File: src/rtl/psc_regs.svh
// register offsets, field positions, reset values and timing constants
`ifndef PSC_REGS_SVH
`define PSC_REGS_SVH

// =====================================================
// offsets
`define PSC_SEL_OFS 8'h1e
`define PSC_FREQ_OFS 8'h1f
`define PSC_CAP1_OFS 8'h20
`define PSC_CAP2_OFS 8'h21

// =====================================================
// fields and reset values
`define PSC_SEL_P0 0
`define PSC_SEL_P1 1
`define PSC_SEL_AEN 2
`define PSC_SEL_RST 8'h04
`define PSC_CAP_FRZ 7
`define PSC_CAP_RST 8'h00
`define PSC_FREQ_RST 8'h00

// =====================================================
// timing
`define PSC_OSC_NS 40
`define PSC_CLK_NS 5
`define PSC_OSC_CYC (`PSC_OSC_NS / `PSC_CLK_NS)

`endif

File: src/rtl/psc_pkg.sv
// types shared by the port select and capability register block
package psc_pkg;

    typedef enum logic [2:0] {
        ST_IDLE, ST_ADDR, ST_ACK_A, ST_REG,
        ST_ACK_W, ST_WR, ST_RD, ST_RACK
    } psc_st_e;

    typedef struct packed {
        logic [2:0] fast_ctrl_channel_mode;
        logic freq_training_request;
        logic eq_training_request;
        logic two_link_capable;
        logic channel_secondary;
        logic video24_with_hd_sound;
        logic forward_frame_gpio_support;
    } psc_cap_s;

endpackage

File: src/rtl/psc_port_select_regs.sv
// port select, frequency counter and remote capability registers
//
// Behaviour
// - select bit 2 (reset 1) enables a second target address, base plus one
// - second address reaches second-port and shared registers
// - second-port select: primary writes port1 and shared, reads port1
// - first-port select: primary writes port0 and shared, reads port0
// - both selects set reads port1; host clears it to read port0
// - port selects ignored while second address enable is set
// - writing counter starts a window of value times 40 ns oscillator
// - reading counter returns pixel edges of the latest window
// - pixel edge count saturates at 0xff
// - capability freeze bit 7 blocks auto-load, keeps software values
// - unfrozen capabilities load from control channel after receive lock
// - capability bit 6 holds mode bit 0, upper two bits in second reg
// - capability bit 5 requests frequency training pattern
// - capability bit 4 requests equalization training pattern
// - capability bit 3 shows remote two-link support
// - capability bit 2 channel: 0 primary, 1 secondary
// - with second-port select, capabilities reflect port1 receiver
// - mode 000 normal frame, 001/010/011 fast gpio with 1/2/4
// - bits 1 and 0: 24-bit video with hd sound, forward gpio
`include "psc_regs.svh"

module psc_port_select_regs #(
    parameter int OSC_CYC = `PSC_OSC_CYC
) (
    input wire logic core_clk,
    input wire logic rst_n,
    input wire logic [6:0] base_target_address,
    input wire logic scl_i,
    input wire logic sda_i,
    output logic sda_o,
    output logic sda_oe_n,
    input wire logic pix_clk_i,
    input wire logic [1:0] rx_lock,
    input wire logic [1:0] cap_load,
    input wire psc_pkg::psc_cap_s cap_in [2],
    output psc_pkg::psc_cap_s cap_out [2]
);

    if (OSC_CYC < 1 || OSC_CYC > 15) begin : g_chk
        $error("OSC_CYC out of range");
    end

    // =====================================================
    // input synchronisers
    logic [2:0] scl_s_r, sda_s_r, pix_s_r;
    logic scl_f_r, sda_f_r, pix_f_r;

    always_ff @(posedge core_clk) begin
        scl_s_r <= {scl_s_r[1:0], scl_i};
        sda_s_r <= {sda_s_r[1:0], sda_i};
        pix_s_r <= {pix_s_r[1:0], pix_clk_i};
    end

    wire scl_ok = scl_s_r[1] == scl_s_r[2];
    wire sda_ok = sda_s_r[1] == sda_s_r[2];
    wire pix_ok = pix_s_r[1] == pix_s_r[2];

    always_ff @(posedge core_clk) begin
        if (!rst_n) begin
            scl_f_r <= 1'b1;
            sda_f_r <= 1'b1;
            pix_f_r <= 1'b0;
        end else begin
            if (scl_ok) scl_f_r <= scl_s_r[2];
            if (sda_ok) sda_f_r <= sda_s_r[2];
            if (pix_ok) pix_f_r <= pix_s_r[2];
        end
    end

    wire scl_rise = scl_ok & scl_s_r[2] & ~scl_f_r;
    wire scl_fall = scl_ok & ~scl_s_r[2] & scl_f_r;
    wire sda_rise = sda_ok & sda_s_r[2] & ~sda_f_r;
    wire sda_fall = sda_ok & ~sda_s_r[2] & sda_f_r;
    wire i2c_start = sda_fall & scl_f_r;
    wire i2c_stop = sda_rise & scl_f_r;
    wire pix_rise = pix_ok & pix_s_r[2] & ~pix_f_r;

    // =====================================================
    // registers and port steering
    psc_pkg::psc_st_e st_r;
    logic [6:0] addr_r;
    logic [3:0] bit_r;
    logic [7:0] sh_r, ptr_r, sel_r;
    logic rw_r, via_sec_r, oe_n_r;
    logic [7:0] cap1_r [2];
    logic [1:0] cap2_r [2];
    logic [7:0] freq_res_r;

    wire sel_aen = sel_r[`PSC_SEL_AEN];
    wire [6:0] addr_sec = addr_r + 7'h01;
    wire hit_pri = sh_r[7:1] == addr_r;
    wire hit_sec = sel_aen & (sh_r[7:1] == addr_sec);
    wire addr_done = st_r == psc_pkg::ST_ADDR & scl_fall & bit_r == 4'h8;
    wire wr_go = st_r == psc_pkg::ST_WR & scl_fall & bit_r == 4'h8;

    // selects only act on the primary address without enable
    wire pri_sel = ~via_sec_r & ~sel_aen;
    wire rd_p1 = via_sec_r | (pri_sel & sel_r[`PSC_SEL_P1]);
    wire wr_p1 = rd_p1;
    wire wr_p0 = ~via_sec_r & (~pri_sel | sel_r[`PSC_SEL_P0]
                 | ~sel_r[`PSC_SEL_P1]);

    wire wr_sel = wr_go & ptr_r == `PSC_SEL_OFS;
    wire wr_freq = wr_go & ptr_r == `PSC_FREQ_OFS;
    wire wr_cap1 = wr_go & ptr_r == `PSC_CAP1_OFS;
    wire wr_cap2 = wr_go & ptr_r == `PSC_CAP2_OFS;

    wire [7:0] rd_data =
        ptr_r == `PSC_SEL_OFS ? sel_r :
        ptr_r == `PSC_FREQ_OFS ? freq_res_r :
        ptr_r == `PSC_CAP1_OFS ? cap1_r[rd_p1] :
        ptr_r == `PSC_CAP2_OFS ? {6'h00, cap2_r[rd_p1]} : 8'h00;

    // =====================================================
    // target state machine
    always_ff @(posedge core_clk) begin
        if (!rst_n) begin
            st_r <= psc_pkg::ST_IDLE;
            addr_r <= base_target_address;
            bit_r <= 4'h0;
            sh_r <= 8'h00;
            ptr_r <= 8'h00;
            rw_r <= 1'b0;
            via_sec_r <= 1'b0;
            oe_n_r <= 1'b1;
        end else if (i2c_stop) begin
            st_r <= psc_pkg::ST_IDLE;
            oe_n_r <= 1'b1;
        end else if (i2c_start) begin
            st_r <= psc_pkg::ST_ADDR;
            bit_r <= 4'h0;
            oe_n_r <= 1'b1;
        end else begin
            unique case (st_r)
                psc_pkg::ST_IDLE: begin
                end
                psc_pkg::ST_ADDR, psc_pkg::ST_REG, psc_pkg::ST_WR: begin
                    if (scl_rise) begin
                        sh_r <= {sh_r[6:0], sda_f_r};
                        bit_r <= bit_r + 4'h1;
                    end else if (scl_fall && bit_r == 4'h8) begin
                        oe_n_r <= 1'b0;
                        st_r <= psc_pkg::ST_ACK_W;
                        if (st_r == psc_pkg::ST_REG) ptr_r <= sh_r;
                        if (st_r == psc_pkg::ST_WR) ptr_r <= ptr_r + 8'h01;
                        if (st_r == psc_pkg::ST_ADDR) begin
                            rw_r <= sh_r[0];
                            via_sec_r <= hit_sec;
                            st_r <= psc_pkg::ST_ACK_A;
                            if (!(hit_pri || hit_sec)) begin
                                oe_n_r <= 1'b1;
                                st_r <= psc_pkg::ST_IDLE;
                            end
                        end
                    end
                end
                psc_pkg::ST_ACK_A: begin
                    if (scl_fall) begin
                        bit_r <= 4'h0;
                        sh_r <= rd_data;
                        oe_n_r <= rw_r ? rd_data[7] : 1'b1;
                        st_r <= rw_r ? psc_pkg::ST_RD : psc_pkg::ST_REG;
                    end
                end
                psc_pkg::ST_ACK_W: begin
                    if (scl_fall) begin
                        bit_r <= 4'h0;
                        oe_n_r <= 1'b1;
                        st_r <= psc_pkg::ST_WR;
                    end
                end
                psc_pkg::ST_RD: begin
                    if (scl_fall) begin
                        bit_r <= bit_r + 4'h1;
                        sh_r <= {sh_r[6:0], 1'b0};
                        oe_n_r <= sh_r[6];
                        if (bit_r == 4'h7) begin
                            oe_n_r <= 1'b1;
                            ptr_r <= ptr_r + 8'h01;
                            st_r <= psc_pkg::ST_RACK;
                        end
                    end
                end
                psc_pkg::ST_RACK: begin
                    if (scl_rise && sda_f_r) begin
                        st_r <= psc_pkg::ST_IDLE;
                    end else if (scl_fall) begin
                        bit_r <= 4'h0;
                        sh_r <= rd_data;
                        oe_n_r <= rd_data[7];
                        st_r <= psc_pkg::ST_RD;
                    end
                end
            endcase
        end
    end

    always_ff @(posedge core_clk) begin
        if (!rst_n) begin
            sda_oe_n <= 1'b1;
            sda_o <= 1'b0;
        end else begin
            sda_oe_n <= oe_n_r;
            sda_o <= 1'b0;
        end
    end

    // =====================================================
    // shared select register
    always_ff @(posedge core_clk) begin
        if (!rst_n) sel_r <= `PSC_SEL_RST;
        else if (wr_sel) sel_r <= {5'h00, sh_r[2:0]};
    end

    // =====================================================
    // pixel frequency counter
    logic [3:0] div_r;
    logic [7:0] win_r, pcnt_r;
    logic busy_r;

    wire tick = div_r == 4'(OSC_CYC - 1);
    wire [7:0] pcnt_nxt = (busy_r & pix_rise & pcnt_r != 8'hff) ?
                          pcnt_r + 8'h01 : pcnt_r;
    wire win_end = busy_r & tick & win_r <= 8'h01;

    always_ff @(posedge core_clk) begin
        if (!rst_n || wr_freq || tick) div_r <= 4'h0;
        else div_r <= div_r + 4'h1;
    end

    always_ff @(posedge core_clk) begin
        if (!rst_n) begin
            win_r <= 8'h00;
            pcnt_r <= 8'h00;
            busy_r <= 1'b0;
            freq_res_r <= `PSC_FREQ_RST;
        end else if (wr_freq) begin
            win_r <= sh_r;
            pcnt_r <= 8'h00;
            busy_r <= 1'b1;
        end else begin
            pcnt_r <= pcnt_nxt;
            if (busy_r && tick) win_r <= win_r - 8'h01;
            if (win_end) begin
                busy_r <= 1'b0;
                freq_res_r <= pcnt_nxt;
            end
        end
    end

    // =====================================================
    // remote capability registers, one set per port
    function automatic psc_pkg::psc_cap_s cap_unpack(
        input logic [7:0] c1, input logic [1:0] c2);
        cap_unpack = {c2, c1[6:0]};
    endfunction

    for (genvar p = 0; p < 2; p++) begin : g_port
        wire sw_wr = p == 1 ? wr_p1 : wr_p0;
        wire auto_ld = cap_load[p] & rx_lock[p]
                       & ~cap1_r[p][`PSC_CAP_FRZ];
        psc_pkg::psc_cap_s ci;
        assign ci = cap_in[p];

        always_ff @(posedge core_clk) begin
            if (!rst_n) begin
                cap1_r[p] <= `PSC_CAP_RST;
                cap2_r[p] <= 2'h0;
            end else begin
                if (wr_cap1 && sw_wr) cap1_r[p] <= sh_r;
                else if (auto_ld)
                    cap1_r[p] <= {cap1_r[p][7], ci[6:0]};
                if (wr_cap2 && sw_wr) cap2_r[p] <= sh_r[1:0];
                else if (auto_ld) cap2_r[p] <= ci[8:7];
            end
        end

        assign cap_out[p] = cap_unpack(cap1_r[p], cap2_r[p]);
    end
endmodule // psc_port_select_regs

File: config.mk
export PLATFORM = sky130hd
export DESIGN_NAME = psc_port_select_regs
export DESIGN_NICKNAME = d
export VERILOG_FILES = /design/src/rtl/psc_pkg.sv /design/src/rtl/psc_port_select_regs.sv
export VERILOG_INCLUDE_DIRS = /design/src /design/src/rtl
export SDC_FILE = /design/constraint.sdc
export NUM_CORES = 1
export LEC_CHECK = 0
export BUFFER_PORTS_ARGS = -buffer_cell sky130_fd_sc_hd__buf_2
export CORE_AREA = 3 3 114 116
export CTS_CLUSTER_DIAMETER = 40
export DETAILED_ROUTE_END_ITERATION = 8
export DIE_AREA = 0 0 117 119
export PLACE_DENSITY = 0.72
export SKIP_LAST_GASP = 1
export SLEW_MARGIN = 10
export SYNTH_ARGS = -nofsm -noshare
export SYNTH_HDL_FRONTEND = slang
export SYNTH_SLANG_ARGS = --single-unit
File: constraint.sdc
create_clock -name core_clk -period 3.6 [get_ports core_clk]
set_input_delay 0.18 -clock core_clk [delete_from_list [all_inputs] [get_ports core_clk]]
set_output_delay 0.18 -clock core_clk [all_outputs]
set_load 0.01 [all_outputs]
Word level (Yosys, flattened, before mapping)
Memory sizes are Yosys's and may differ from the RTL's.
Index checks and enable logic that the tools add are counted.
{"block": "totals", "regBits": 78, "ram_bits": 20, "output_inout_bits": 20, "n_memories": 2}
{"memory": "cap1_r", "depth": 2, "width": 8, "rd": 3, "rd_ports_with_merged_regs": 0, "wr": 2, "line_no": "psc_port_select_regs.sv:88", "rtl": "logic [7:0] cap1_r [2];"}
{"memory": "cap2_r", "depth": 2, "width": 2, "rd": 3, "rd_ports_with_merged_regs": 0, "wr": 2, "line_no": "psc_port_select_regs.sv:89", "rtl": "logic [1:0] cap2_r [2];"}
{"block": "op_classes", "add_sub_neg": 6, "order_cmp": 1, "eq_ne": 40, "n_mux": 87, "bitwise": 57, "reduce_logical": 31}
{"cell": "8-bit two-way mux", "count": 20}
{"cell": "1-bit two-way mux", "count": 41}
{"cell": "8-bit case mux with 4 select lines", "count": 1}
{"cell": "8-bit AND reduction", "count": 4}
{"cell": "1-bit bitwise AND", "count": 30}
{"cell": "3-bit two-way mux", "count": 10}
{"cell": "3-bit inequality test, second input constant", "count": 10}
{"cell": "4-bit two-way mux", "count": 5}
{"cell": "2-bit inequality test, second input constant", "count": 9}
{"cell": "8-bit by 1-bit adder with 8-bit output, second input constant", "count": 2}
{"cell": "8-bit by 5-bit == test with 1-bit output, second input constant", "count": 2}
{"cell": "8-bit by 6-bit == test with 1-bit output, second input constant", "count": 2}
{"cell": "1-bit inverter", "count": 16}
{"cell": "4-bit case mux with 4 select lines", "count": 1}
{"cell": "8-bit case mux with 2 select lines", "count": 1}
{"cell": "3-bit case mux with 5 select lines", "count": 1}
{"cell": "7-bit == test", "count": 2}
{"cell": "3-bit == test, second input constant", "count": 4}
{"cell": "2-bit two-way mux", "count": 6}
{"cell": "6-bit AND reduction", "count": 2}
{"cell": "1-bit OR", "count": 11}
{"cell": "5-bit nonzero test", "count": 2}
{"cell": "4-bit by 1-bit adder with 4-bit output, second input constant", "count": 2}
{"cell": "4-bit by 3-bit == test with 1-bit output, second input constant", "count": 2}
{"cell": "other kinds (20)", "count": 36}

Longest topological paths before layout
Gate-level depths: netlist of the first run.
{"block": "depth", "ltp_word": 12, "ltp_mapped": 9}

Worst setup path after synthesis of the first run
No wires, ideal clock.
{"block": "synth_path", "path_kind": "register to register", "start": "reg scl_s_r[2]", "end": "mem cap2_r[0][1] (data pin)", "setup_ns": 0.276, "arrival_time_ns": 1.673, "required_time_ns": 3.324, "path_slack_ns": 1.651, "path_stages_with_launch": 9, "n_path_buf": 0, "path_cell_list": "dfxtp_1 -> inv_1 -> ha_1 -> and2_1 -> nand4_2 -> nor4_1 -> nor2_1 -> a21oi_1 -> nor2_1"}
{"item": "start, declared", "line_no": "psc_port_select_regs.sv:48", "rtl": "logic [2:0] scl_s_r, sda_s_r, pix_s_r;"}
{"item": "start signal, assigned", "line_no": "psc_port_select_regs.sv:52", "rtl": "scl_s_r <= {scl_s_r[1:0], scl_i};"}
{"item": "end, declared", "line_no": "psc_port_select_regs.sv:89"}

Worst setup path in the final report of the first run
{"block": "layout_path", "start": "reg ptr_r[4]", "end": "reg div_r[0]"}
{"block": "layout_between", "elab_chain_len": 4}
{"item": "start, declared", "line_no": "psc_port_select_regs.sv:86", "rtl": "logic [7:0] sh_r, ptr_r, sel_r;"}
{"item": "start signal, assigned", "line_no": "psc_port_select_regs.sv:147", "rtl": "if (st_r == psc_pkg::ST_REG) ptr_r <= sh_r;"}
{"item": "start signal, assigned", "line_no": "psc_port_select_regs.sv:148", "rtl": "if (st_r == psc_pkg::ST_WR) ptr_r <= ptr_r + 8'h01;"}
{"item": "start signal, assigned", "line_no": "psc_port_select_regs.sv:182", "rtl": "ptr_r <= ptr_r + 8'h01;"}
{"item": "8-bit by 5-bit == test with 1-bit output (no line)"}
{"item": "1-bit bitwise AND (no line)"}
{"item": "1-bit logical OR (2 in series)", "line_no": "psc_port_select_regs.sv:230", "rtl": "if (!rst_n || wr_freq || tick) div_r <= 4'h0;"}
{"item": "end signal, assigned", "line_no": "psc_port_select_regs.sv:231", "rtl": "else div_r <= div_r + 4'h1;"}
{"item": "end, declared", "line_no": "psc_port_select_regs.sv:220", "rtl": "logic [3:0] div_r;"}
Every way passes these cells.
A chain may end at the register's enable or synchronous reset.

==> out/results.txt, run 1 <==
Status = completed
Final GP Congestion = 0.879
PD cells = 412 mW/mm^2
CP max-delay cell = nor2b_1
Worst IR Drop VDD = 0.000180 V
Final wirelength = 13100 um
Worst-skew pair later-pin latency = 350 ps
Clock skew = 10.2 ps
CP endpoint kind = flip-flop
Vias in the first global route = 4322
Dominant cell by count in the synthesized netlist = dfxtp_1
Routed len/inst = 16.7 um
Antenna fix cells = 0
CORE AREA = 0.0120 mm^2
# IOs = 54
Largest net degree at the start of global routing = 32
Die height = 119 um
# Post-CTS Setup Buffers = 0
Setup TNS Final = 0 ps
Hold-critical path depth = 1
#FFs+latches synth = 98
Post-synth ARST share = 0
Netlist cell types = 66
Clk slew on worst S/H paths = 80 ps
Worst Min Path Start = base_target_address[1]
Worst Hold Path EP = addr_r[1]$_DFFE_PN_
TritonRoute pass-1 iters = 5
Internal power = 1.83 mW
Maximum buffer depth of the clock tree = 2
Slowest stage delay, CP = 580 ps
Worst Path Max Fanout = 20
Rel. slew slack = 0.449
Delay-heaviest family, CP = simple AND/OR/NAND/NOR gates
Synth Area per Inst = 8.96 um^2
CP Cell Sequence = nor4b_2 > nor2b_1 > nand2b_1 > nand2_1 > nor3_1
Max Clock Freq = 366 MHz
Post-Syn Area = 0.00544 mm^2
CTS tree = built
Cts repair resizes = 0
FF-to-FF Start = ptr_r[4]$_SDFFE_PN0P_
Psw = 0.648 mW
CP Launch Type = flip-flop
Multi-input logic area = 0.00284 mm^2
WS Path Type = reg -> reg
Power share of the sequential group = 0.489
Syn. warnings = 0
Primary FF master, synth = dfxtp_1
Hold WS = 9.05 ps
All-layer global routing usage = 0.191
Vias/cell = 5.78
Sink Count = 98
Final setup violation count = 0
Nets = 683
DRT antenna net count = 0
# H-tree levels = 3
Cell count after synthesis = 607
Fin crit share = 0.759
Worst r2r dst = div_r[0]$_SDFF_PP0_
I/O Buffers = 52
Grt total ovfl = 0
Worst Reg-to-Reg Cells = 5
HP Class = in -> reg
Via count = 4539
RSZ-0062 raised after global routing = false
CP Buf/Inv Count = 0
FF/Latch Area = 0.00223 mm^2
First-pass GRT wire length = 21400 um
Drt first-iter violations = 501
Slew @ Worst Pin = 819 ps
Die X-Extent = 117 um
Synth-to-layout area growth = 10.6%
Sw Ratio = 0.261
DP HPWL = 9410 um
LEAKAGE = 2.31 nW
Synth cell count leaders = dfxtp_1 (71), nor2_1 (61), nand2_1 (60)
Minimum clock period = 2730 ps
Area contributors post-synth = dfxtp_1 (26%), edfxtp_1 (15%), nor2_1 (4.2%)
Post-synth top area share = 0.261
Flop2flop setup slack = 870 ps
FILL cells = 1105
Site Rows = 40
CTS buffer count = 9
Clock power frac = 0.415
Sequential-to-total area share from yosys stat = 0.410
Post-Syn Nets = 657
Leading area contributor after synthesis = dfxtp_1
Root buf cell = clkbuf_16
Initial Util = 0.453
MaxCap Viol Count = 0
Pins Over Slew Limit = 0
Required time of the worst setup path = 3820 ps
Fin. Hold Viols = 0
Combinational share of power = 0.096
Share of cells above drive strength 1 = 0.141
Worst EP arrival = 2950 ps
EDFF count, synth = 27
Initial antenna violation count = 0
DRC violations left = 0
Die ar. = 0.0139 mm^2
Power Total = 2.48 mW
==> worst max-delay path by stage <==
stage | endpoint | start | cells past startpoint
final | div_r[0]$_SDFF_PP0_ | ptr_r[4]$_SDFFE_PN0P_ | 5
after global routing | div_r[0]$_SDFF_PP0_ | ptr_r[0]$_SDFFE_PN0P_ | 6
after CTS | div_r[0]$_SDFF_PP0_ | ptr_r[4]$_SDFFE_PN0P_ | 5
after detailed placement | freq_res_r[0]$_SDFFE_PN0P_ | scl_s_r[1]$_DFF_P_ | 8
after global placement | freq_res_r[3]$_SDFFE_PN0P_ | ptr_r[4]$_SDFFE_PN0P_ | 6
after floorplan | cap2_r[0][1]$_DFFE_PP_ | scl_s_r[2]$_DFF_P_ | 8
==> logic make-up after synthesis <==
logic type / synth area share
xor+xnor: 0.0432
buf+inv: 0.0667
compound gates: 0.167
mux: 0.0426
flops: 0.410
other cells: 0.000689
simple gates: 0.233
fa+ha+maj: 0.0368
==> per-layer routing <==
layer | wire (um) | vias to the layer above | track usage
li1 | - | 2221 | -
met1 | 6070 | 2132 | 0.259
met2 | 5910 | 154 | 0.298
met3 | 775 | 32 | 0.0320
met4 | 352 | 0 | 0.0789
met5 | 0 | - | 0
==> cell type report <==
cell class / instances / share of cell area
multi-input combinational: 442 / 0.473
timing repair buffer: 65 / 0.0624
sequential: 98 / 0.371
clock buffer: 9 / 0.0374
tap: 147 / 0.0306
clock inverter: 7 / 0.0154
inverter: 17 / 0.0106
==> placed cells by master (no fill, tap or decap), drive strengths merged, types with 6 or more instances in the layout <==
| cell | netlist | layout |
|---|---|---|
| nor2 | 61 | 61 |
| clkbuf | 16 | 9 |
| nand2 | 60 | 60 |
| xnor2 | 11 | 11 |
| buf | 34 | 58 |
| mux2i | 22 | 22 |
| dlygate4sd3 | 0 | 7 |
| nand4 | 9 | 9 |
| a22o | 7 | 7 |
| ha | 16 | 16 |
| and3 | 11 | 11 |
| xor2 | 15 | 15 |
| nor3 | 12 | 12 |
| inv | 17 | 22 |
| nor3b | 7 | 7 |
| o21ai | 36 | 36 |
| nand3b | 6 | 6 |
| and2 | 6 | 6 |
| dfxtp | 71 | 71 |
| nor2b | 12 | 12 |
| a21oi | 25 | 25 |
| a211oi | 16 | 16 |
| nand3 | 30 | 30 |
| nand2b | 7 | 7 |
| a2bb2oi | 9 | 9 |
| edfxtp | 27 | 27 |
==> power by group through the flow <==
stage | clock [mW] | sequential [mW] | combinational [mW]
floorplan | 0 | 1.22 | 0.191
global placement | 0 | 1.24 | 0.225
detailed placement | 0 | 1.24 | 0.231
CTS | 1.05 | 1.21 | 0.238
global route | 1.09 | 1.22 | 0.266
finish | 1.03 | 1.21 | 0.238
==> through the flow <==
step / area, um^2 / instances / util / worst slack, ps
after floorplan: 5440 / 607 / - / 1650
after global placement: 5630 / 762 / 0.469 / 1050
after detailed placement: 5630 / 762 / 0.469 / 941
after CTS: 6020 / 785 / 0.501 / 905
after global routing: 6020 / 785 / 0.501 / 580
final: 6020 / 785 / 0.501 / 866
==> repair_timing <==
action,4_1_cts,5_1_grt
setup endpoints to repair,0,0
hold endpoints to repair,7,0
hold buffers,7,0
==> flip-flops by register name, indices dropped and copies added (netlist names), 3 cells and up <==
name,cells
cap1_r,16
freq_res_r,8
pcnt_r,8
ptr_r,8
sh_r,8
win_r,8
addr_r,7
bit_r,4
cap2_r,4
div_r,4
pix_s_r,3
scl_s_r,3
sda_s_r,3
sel_r,3
st_r,3
(Power assumes the default switching activity.)
==> inputs of run 2 (changes only) <==
Settings changed: PLACE_DENSITY 0.72 to 0.74.
Clock period 3.6 ns to 2.3 ns, I/O delays scaled along.
==> out/results.txt, run 2 (same netlist as run 1, synthesis figures left out) <==
Setup TNS Final = 0 ps (unchanged)
Commonest non-fill, non-tap cell in the layout = dfxtp_1
RSZ-0062 raised after global routing = true
DP HPWL = 9720 um (+3.3%)
Final setup violation count = 0 (unchanged)
Root buf cell = clkbuf_16
Worst Path Max Fanout = 17 (-15%)
Final wirelength = 13200 um (+0.92%)
Max Clock Freq = 463 MHz (+27%)
CTS buffer count = 9 (unchanged)
Clk slew on worst S/H paths = 80 ps (about the same)
Worst EP arrival = 2450 ps (-500 ps)
Synth-to-layout area growth = 13.9%
Antenna fix cells = 0 (unchanged)
Die ar. = 0.0139 mm^2 (unchanged)
HP Class = in -> reg
Site Rows = 40 (unchanged)
Placed Cells = 781 (+2.5%)
All-layer global routing usage = 0.196 (+0.00491)
First-pass GRT wire length = 21600 um (+1.0%)
# H-tree levels = 3 (unchanged)
Delay-heaviest family, CP = compound AO/OA/AOI/OAI gates
Routed len/inst = 16.3 um (-2.3%)
Fin util = 0.516 (+0.0150)
Vias in the first global route = 4484 (+3.7%)
Power share of the sequential group = 0.503 (+0.014)
Area after DPL = 0.00577 mm^2 (+2.5%)
PD cells = 607 mW/mm^2 (+47%)
Die X-Extent = 117 um (unchanged)
Slowest stage delay, CP = 660 ps (+80 ps)
Initial antenna violation count = 0 (unchanged)
Maximum buffer depth of the clock tree = 2 (unchanged)
Rel. slew slack = 0.638 (+0.189)
Minimum clock period = 2160 ps (-573 ps)
Sw Ratio = 0.266 (+0.00528)
Worst IR Drop VDD = 0.000503 V (+180%)
Power Total = 3.76 mW (+52%)
Share of cells above drive strength 1 = 0.169 (+0.0276)
Sink Count = 98 (unchanged)
Via count = 4669 (+2.9%)
Internal power = 2.76 mW (+51%)
CORE AREA = 0.0120 mm^2 (unchanged)
Nets = 709 (+3.8%)
Pins Over Slew Limit = 0 (unchanged)
Slew @ Worst Pin = 542 ps (-277 ps)
# IOs = 54 (unchanged)
Drt first-iter violations = 532 (+6.2%)
Design Area, Final = 0.00620 mm^2 (+3.0%)
Combinational share of power = 0.107 (+0.011)
Highest-count cells in the layout ignoring fill and taps = dfxtp_1 (71), nor2_1 (61), nand2_1 (60), buf_2 (52), o21ai_0 (34)
LEAKAGE = 2.43 nW (+4.9%)
Pre-CTS setup slack = 86.2 ps (-855 ps)
Max FFs per register = 16 (unchanged)
CP max-delay cell = dfxtp_1
Fin crit share = 0.939 (+0.180)
Initial Util = 0.453 (unchanged)
Hold WS = 53.7 ps (+44.6 ps)
Clock power frac = 0.390 (-0.025)
Flop2flop setup slack = 140 ps (-730 ps)
I/O Buffers = 52 (unchanged)
CP Cell Sequence = a21bo_1 > a32oi_1 > o21ai_1 > a21o_1 > or4_1 > a21oi_1
CP endpoint kind = flip-flop
CP Launch Type = flip-flop
CTS tree = built
Required time of the worst setup path = 2580 ps (-1240 ps)
Final GP Congestion = 0.899 (+2.3%)
Grt total ovfl = 0 (unchanged)
Final worst setup slack = 139 ps (-727 ps)
Cell Count, Final, Fillers Out = 811 (+3.3%)
DRC violations left = 0 (unchanged)
Clock skew = 12.0 ps (+1.85 ps)
Vias/cell = 5.76 (-0.43%)
DRT antenna net count = 0 (unchanged)
Psw = 1.00 mW (+55%)
Worst-skew pair later-pin latency = 360 ps (about the same)
FILL cells = 1101 (-0.36%)
CP Buf/Inv Count = 0 (unchanged)
WS Path Type = reg -> reg
TritonRoute pass-1 iters = 5 (unchanged)
Die height = 119 um (unchanged)
MaxCap Viol Count = 0 (unchanged)
Fin. Hold Viols = 0 (unchanged)
Status = completed
Largest net degree at the start of global routing = 43 (+34%)
Most flops, register = cap1_r
[run 2: power by group through the flow]
stage | clock network (mW) | logic [mW] | registers (mW)
2_1_floorplan | 0 | 0.299 | 1.90
3_3_place_gp | 0 | 0.365 | 1.93
3_5_place_dp | 0 | 0.381 | 1.93
4_1_cts | 1.50 | 0.396 | 1.89
5_1_grt | 1.56 | 0.447 | 1.90
6_report | 1.47 | 0.403 | 1.89
[run 2: routing by layer]
metal  GRT usage  up-vias  wire length (um)
met5           0        -                 0
met4      0.0903        0               366
met3      0.0401       27               865
met2       0.314      161              6250
met1       0.250     2211              5750
li1            -     2270                 -
[run 2: worst paths after layout]
check | startpoint | to | cells after the start
setup / recovery | st_r[0]$_SDFFE_PP0P_ | bit_r[3]$_SDFFE_PN0P_ | 6
hold / removal | cap_in[10] | cap1_r[0][1]$_DFFE_PP_ | 2
setup reg to reg | st_r[0]$_SDFFE_PP0P_ | bit_r[3]$_SDFFE_PN0P_ | 6
hold reg to reg | scl_s_r[0]$_DFF_P_ | scl_s_r[1]$_DFF_P_ | 0
[run 2: final cells by class]
cell class	count	area, um^2	share of cell area
well taps	147	184	0.0297
clock buffers	9	225	0.0363
clock inverters	7	57.6	0.00929
repair buffers	91	591	0.0953
inverters	17	63.8	0.0103
flip-flops and latches	98	2230	0.360
multi-input cells	442	2840	0.459
[run 2: repair_timing]
action                                  CTS  global route
hold buffers                             10             0
endpoints found under the hold margin    10             0
setup buffers                             0             4
endpoints found under the setup margin    0             7
gates resized for setup                   0             1
==> inputs of run 3 (changes only) <==
==> constraint.sdc (replaced) <==
create_clock -name core_clk -period 2.3 [get_ports core_clk]
set_input_delay 0.46 -clock core_clk [delete_from_list [all_inputs] [get_ports core_clk]]
set_output_delay 0.46 -clock core_clk [all_outputs]
set_load 0.01 [all_outputs]
==> out/results.txt, run 3 (same netlist as run 1, synthesis figures left out) <==
Worst Path Max Fanout = 8 (-9)
HP Class = in -> reg
DRT antenna net count = 0 (unchanged)
Vias/cell = 5.84 (+1.4%)
Slowest stage delay, CP = 370 ps (-290 ps)
Final setup violation count = 0 (unchanged)
Worst EP arrival = 2350 ps (-100 ps)
Highest-count cells in the layout ignoring fill and taps = dfxtp_1 (71), nor2_1 (61), nand2_1 (60), buf_2 (52), o21ai_0 (34)
Site Rows = 40 (unchanged)
Required time of the worst setup path = 2520 ps (-60 ps)
Met1 Use GR = 0.260 (+0.0103)
# IOs = 54 (unchanged)
Fin crit share = 0.927 (-0.0119)
Setup crit start = scl_s_r[1]$_DFF_P_
WS Path Type = reg -> reg
Placed Cells = 782 (+0.13%)
Drt first-iter violations = 500 (-6.0%)
Worst r2r dst = cap1_r[0][0]$_DFFE_PP_
CP max-delay cell = dfxtp_1
Pre-CTS setup slack = 168 ps (+81.9 ps)
Pins Over Slew Limit = 0 (unchanged)
Routed len/inst = 16.7 um (+2.6%)
CP endpoint kind = flip-flop
MaxCap Viol Count = 0 (unchanged)
Worst setup path endpoint = cap1_r[0][0]$_DFFE_PP_
LEAKAGE = 2.38 nW (-1.9%)
Vias in the first global route = 4584 (+2.2%)
Die ar. = 0.0139 mm^2 (unchanged)
Clock skew = 5.30 ps (-6.72 ps)
CP Cell Sequence = inv_1 > ha_1 > and2_1 > nand4_2 > buf_4 > nor2_1 > a21o_1 > nor2_1 > a22o_1
Share of cells above drive strength 1 = 0.173 (+0.00464)
Count of hold-fix buffers inserted at cts = 0 (-10)
TritonRoute pass-1 iters = 5 (unchanged)
Sink Count = 98 (unchanged)
FF-to-FF Start = scl_s_r[1]$_DFF_P_
Grt total ovfl = 0 (unchanged)
PD cells = 615 mW/mm^2 (+1.3%)
CTS tree = built
Hold WS = 212 ps (+158 ps)
Gr busiest metal = met2
Worst Min Path Start = pix_clk_i
First-pass GRT wire length = 22300 um (+3.3%)
Via count = 4666 (-0.064%)
Largest net degree at the start of global routing = 43 (unchanged)
Worst Reg-to-Reg Cells = 9 (+3)
Clk slew on worst S/H paths = 70 ps (about the same)
Slew @ Worst Pin = 555 ps (+13.6 ps)
Final wirelength = 13400 um (+1.1%)
Grt met3 use = 0.0346 (-0.00559)
Die height = 119 um (unchanged)
Die X-Extent = 117 um (unchanged)
Initial antenna violation count = 0 (unchanged)
I/O Buffers = 52 (unchanged)
Root buf cell = clkbuf_16
CTS buffer count = 9 (unchanged)
Most flops, register = cap1_r
Worst IR Drop VDD = 0.000275 V (-45%)
CP dominant cell by count = nor2_1
Max Clock Freq = 469 MHz (+1.3%)
Final worst setup slack = 167 ps (+27.4 ps)
Status = completed
RSZ-0062 raised after global routing = true
CP Launch Type = flip-flop
CORE AREA = 0.0120 mm^2 (unchanged)
Worst-skew pair later-pin latency = 350 ps (about the same)
Minimum clock period = 2130 ps (-27.4 ps)
Cell Count, Final, Fillers Out = 799 (-1.5%)
DP HPWL = 9890 um (+1.8%)
Antenna fix cells = 0 (unchanged)
DRC violations left = 0 (unchanged)
Max FFs per register = 16 (unchanged)
Flop2flop setup slack = 170 ps (+30 ps)
Fin. Hold Viols = 0 (unchanged)
Commonest non-fill, non-tap cell in the layout = dfxtp_1
Power Total = 3.75 mW (-0.37%)
All-layer global routing usage = 0.197 (+0.00190)
Final GP Congestion = 0.873 (-2.9%)
# H-tree levels = 3 (unchanged)
Synth-to-layout area growth = 12.0%
Nets = 697 (-1.7%)
Rel. slew slack = 0.628 (-0.0103)
Initial Util = 0.453 (unchanged)
Maximum buffer depth of the clock tree = 2 (unchanged)
Met2 Use GR = 0.330 (+0.0156)
[run 3: changes by cell type in the layout (fill, tap and decap cells not counted), sizes merged]
cell	delta
dlygate4sd3	-10
buf	-2
clkinv	+2
inv	-2
[run 3: where the power goes]
part           switching (mW)  leakage, nW  internal [mW]  total (mW)
Combinational           0.229         1.39          0.164       0.394
Clock                   0.712        0.140          0.755        1.47
Sequential             0.0571        0.855           1.83        1.89
[run 3: final cells by class]
cell class	instances	area, um^2
Fill cell	1109	5920
Multi-Input combinational cell	442	2850
Sequential cell	98	2230
Timing Repair Buffer	79	475
Clock buffer	9	225
Tap cell	147	184
Inverter	17	63.8
Clock inverter	7	61.3
[run 3: worst min path at each step]
| stage | to | slack (ps) | cells after the start |
|---|---|---|---|
| 6_report | pix_s_r[0]$_DFF_P_ | 210 | 1 |
| 5_1_grt | pix_s_r[0]$_DFF_P_ | 200 | 1 |
| 3_5_place_dp | sda_s_r[1]$_DFF_P_ | 310 | 0 |
| 3_3_place_gp | sda_s_r[1]$_DFF_P_ | 310 | 0 |
| 4_1_cts | pix_s_r[0]$_DFF_P_ | 200 | 1 |
| 2_1_floorplan | pix_s_r[1]$_DFF_P_ | 310 | 0 |
[run 3: worst max-delay path, delay by kind of cell (launching register included)]
family                     cells  cell delay [ps]
and+or+nand+nor                4              770
DFF                            1              370
buffers and inverters          2              230
adders and majority gates      1              220
AOI/OAI and AO/OA              2              410
[run 3: per-layer routing]
layer / vias up / routed length [um]
li1: 2249 / -
met1: 2237 / 5840
met2: 160 / 6480
met3: 20 / 850
met4: 0 / 212
met5: - / 0
[run 3: through the flow]
step	util	setup TNS [ps]	instance area [um^2]
floorplan	-	0	5440
global placement	0.481	0	5780
detailed placement	0.481	0	5780
CTS	0.505	0	6070
global route	0.507	-9.40	6090
finish	0.507	0	6090
[run 3: what timing repair did]
action                                  CTS  global route
endpoints found under the setup margin    0            15
buffers inserted                          0             1
gates resized for setup                   0             2
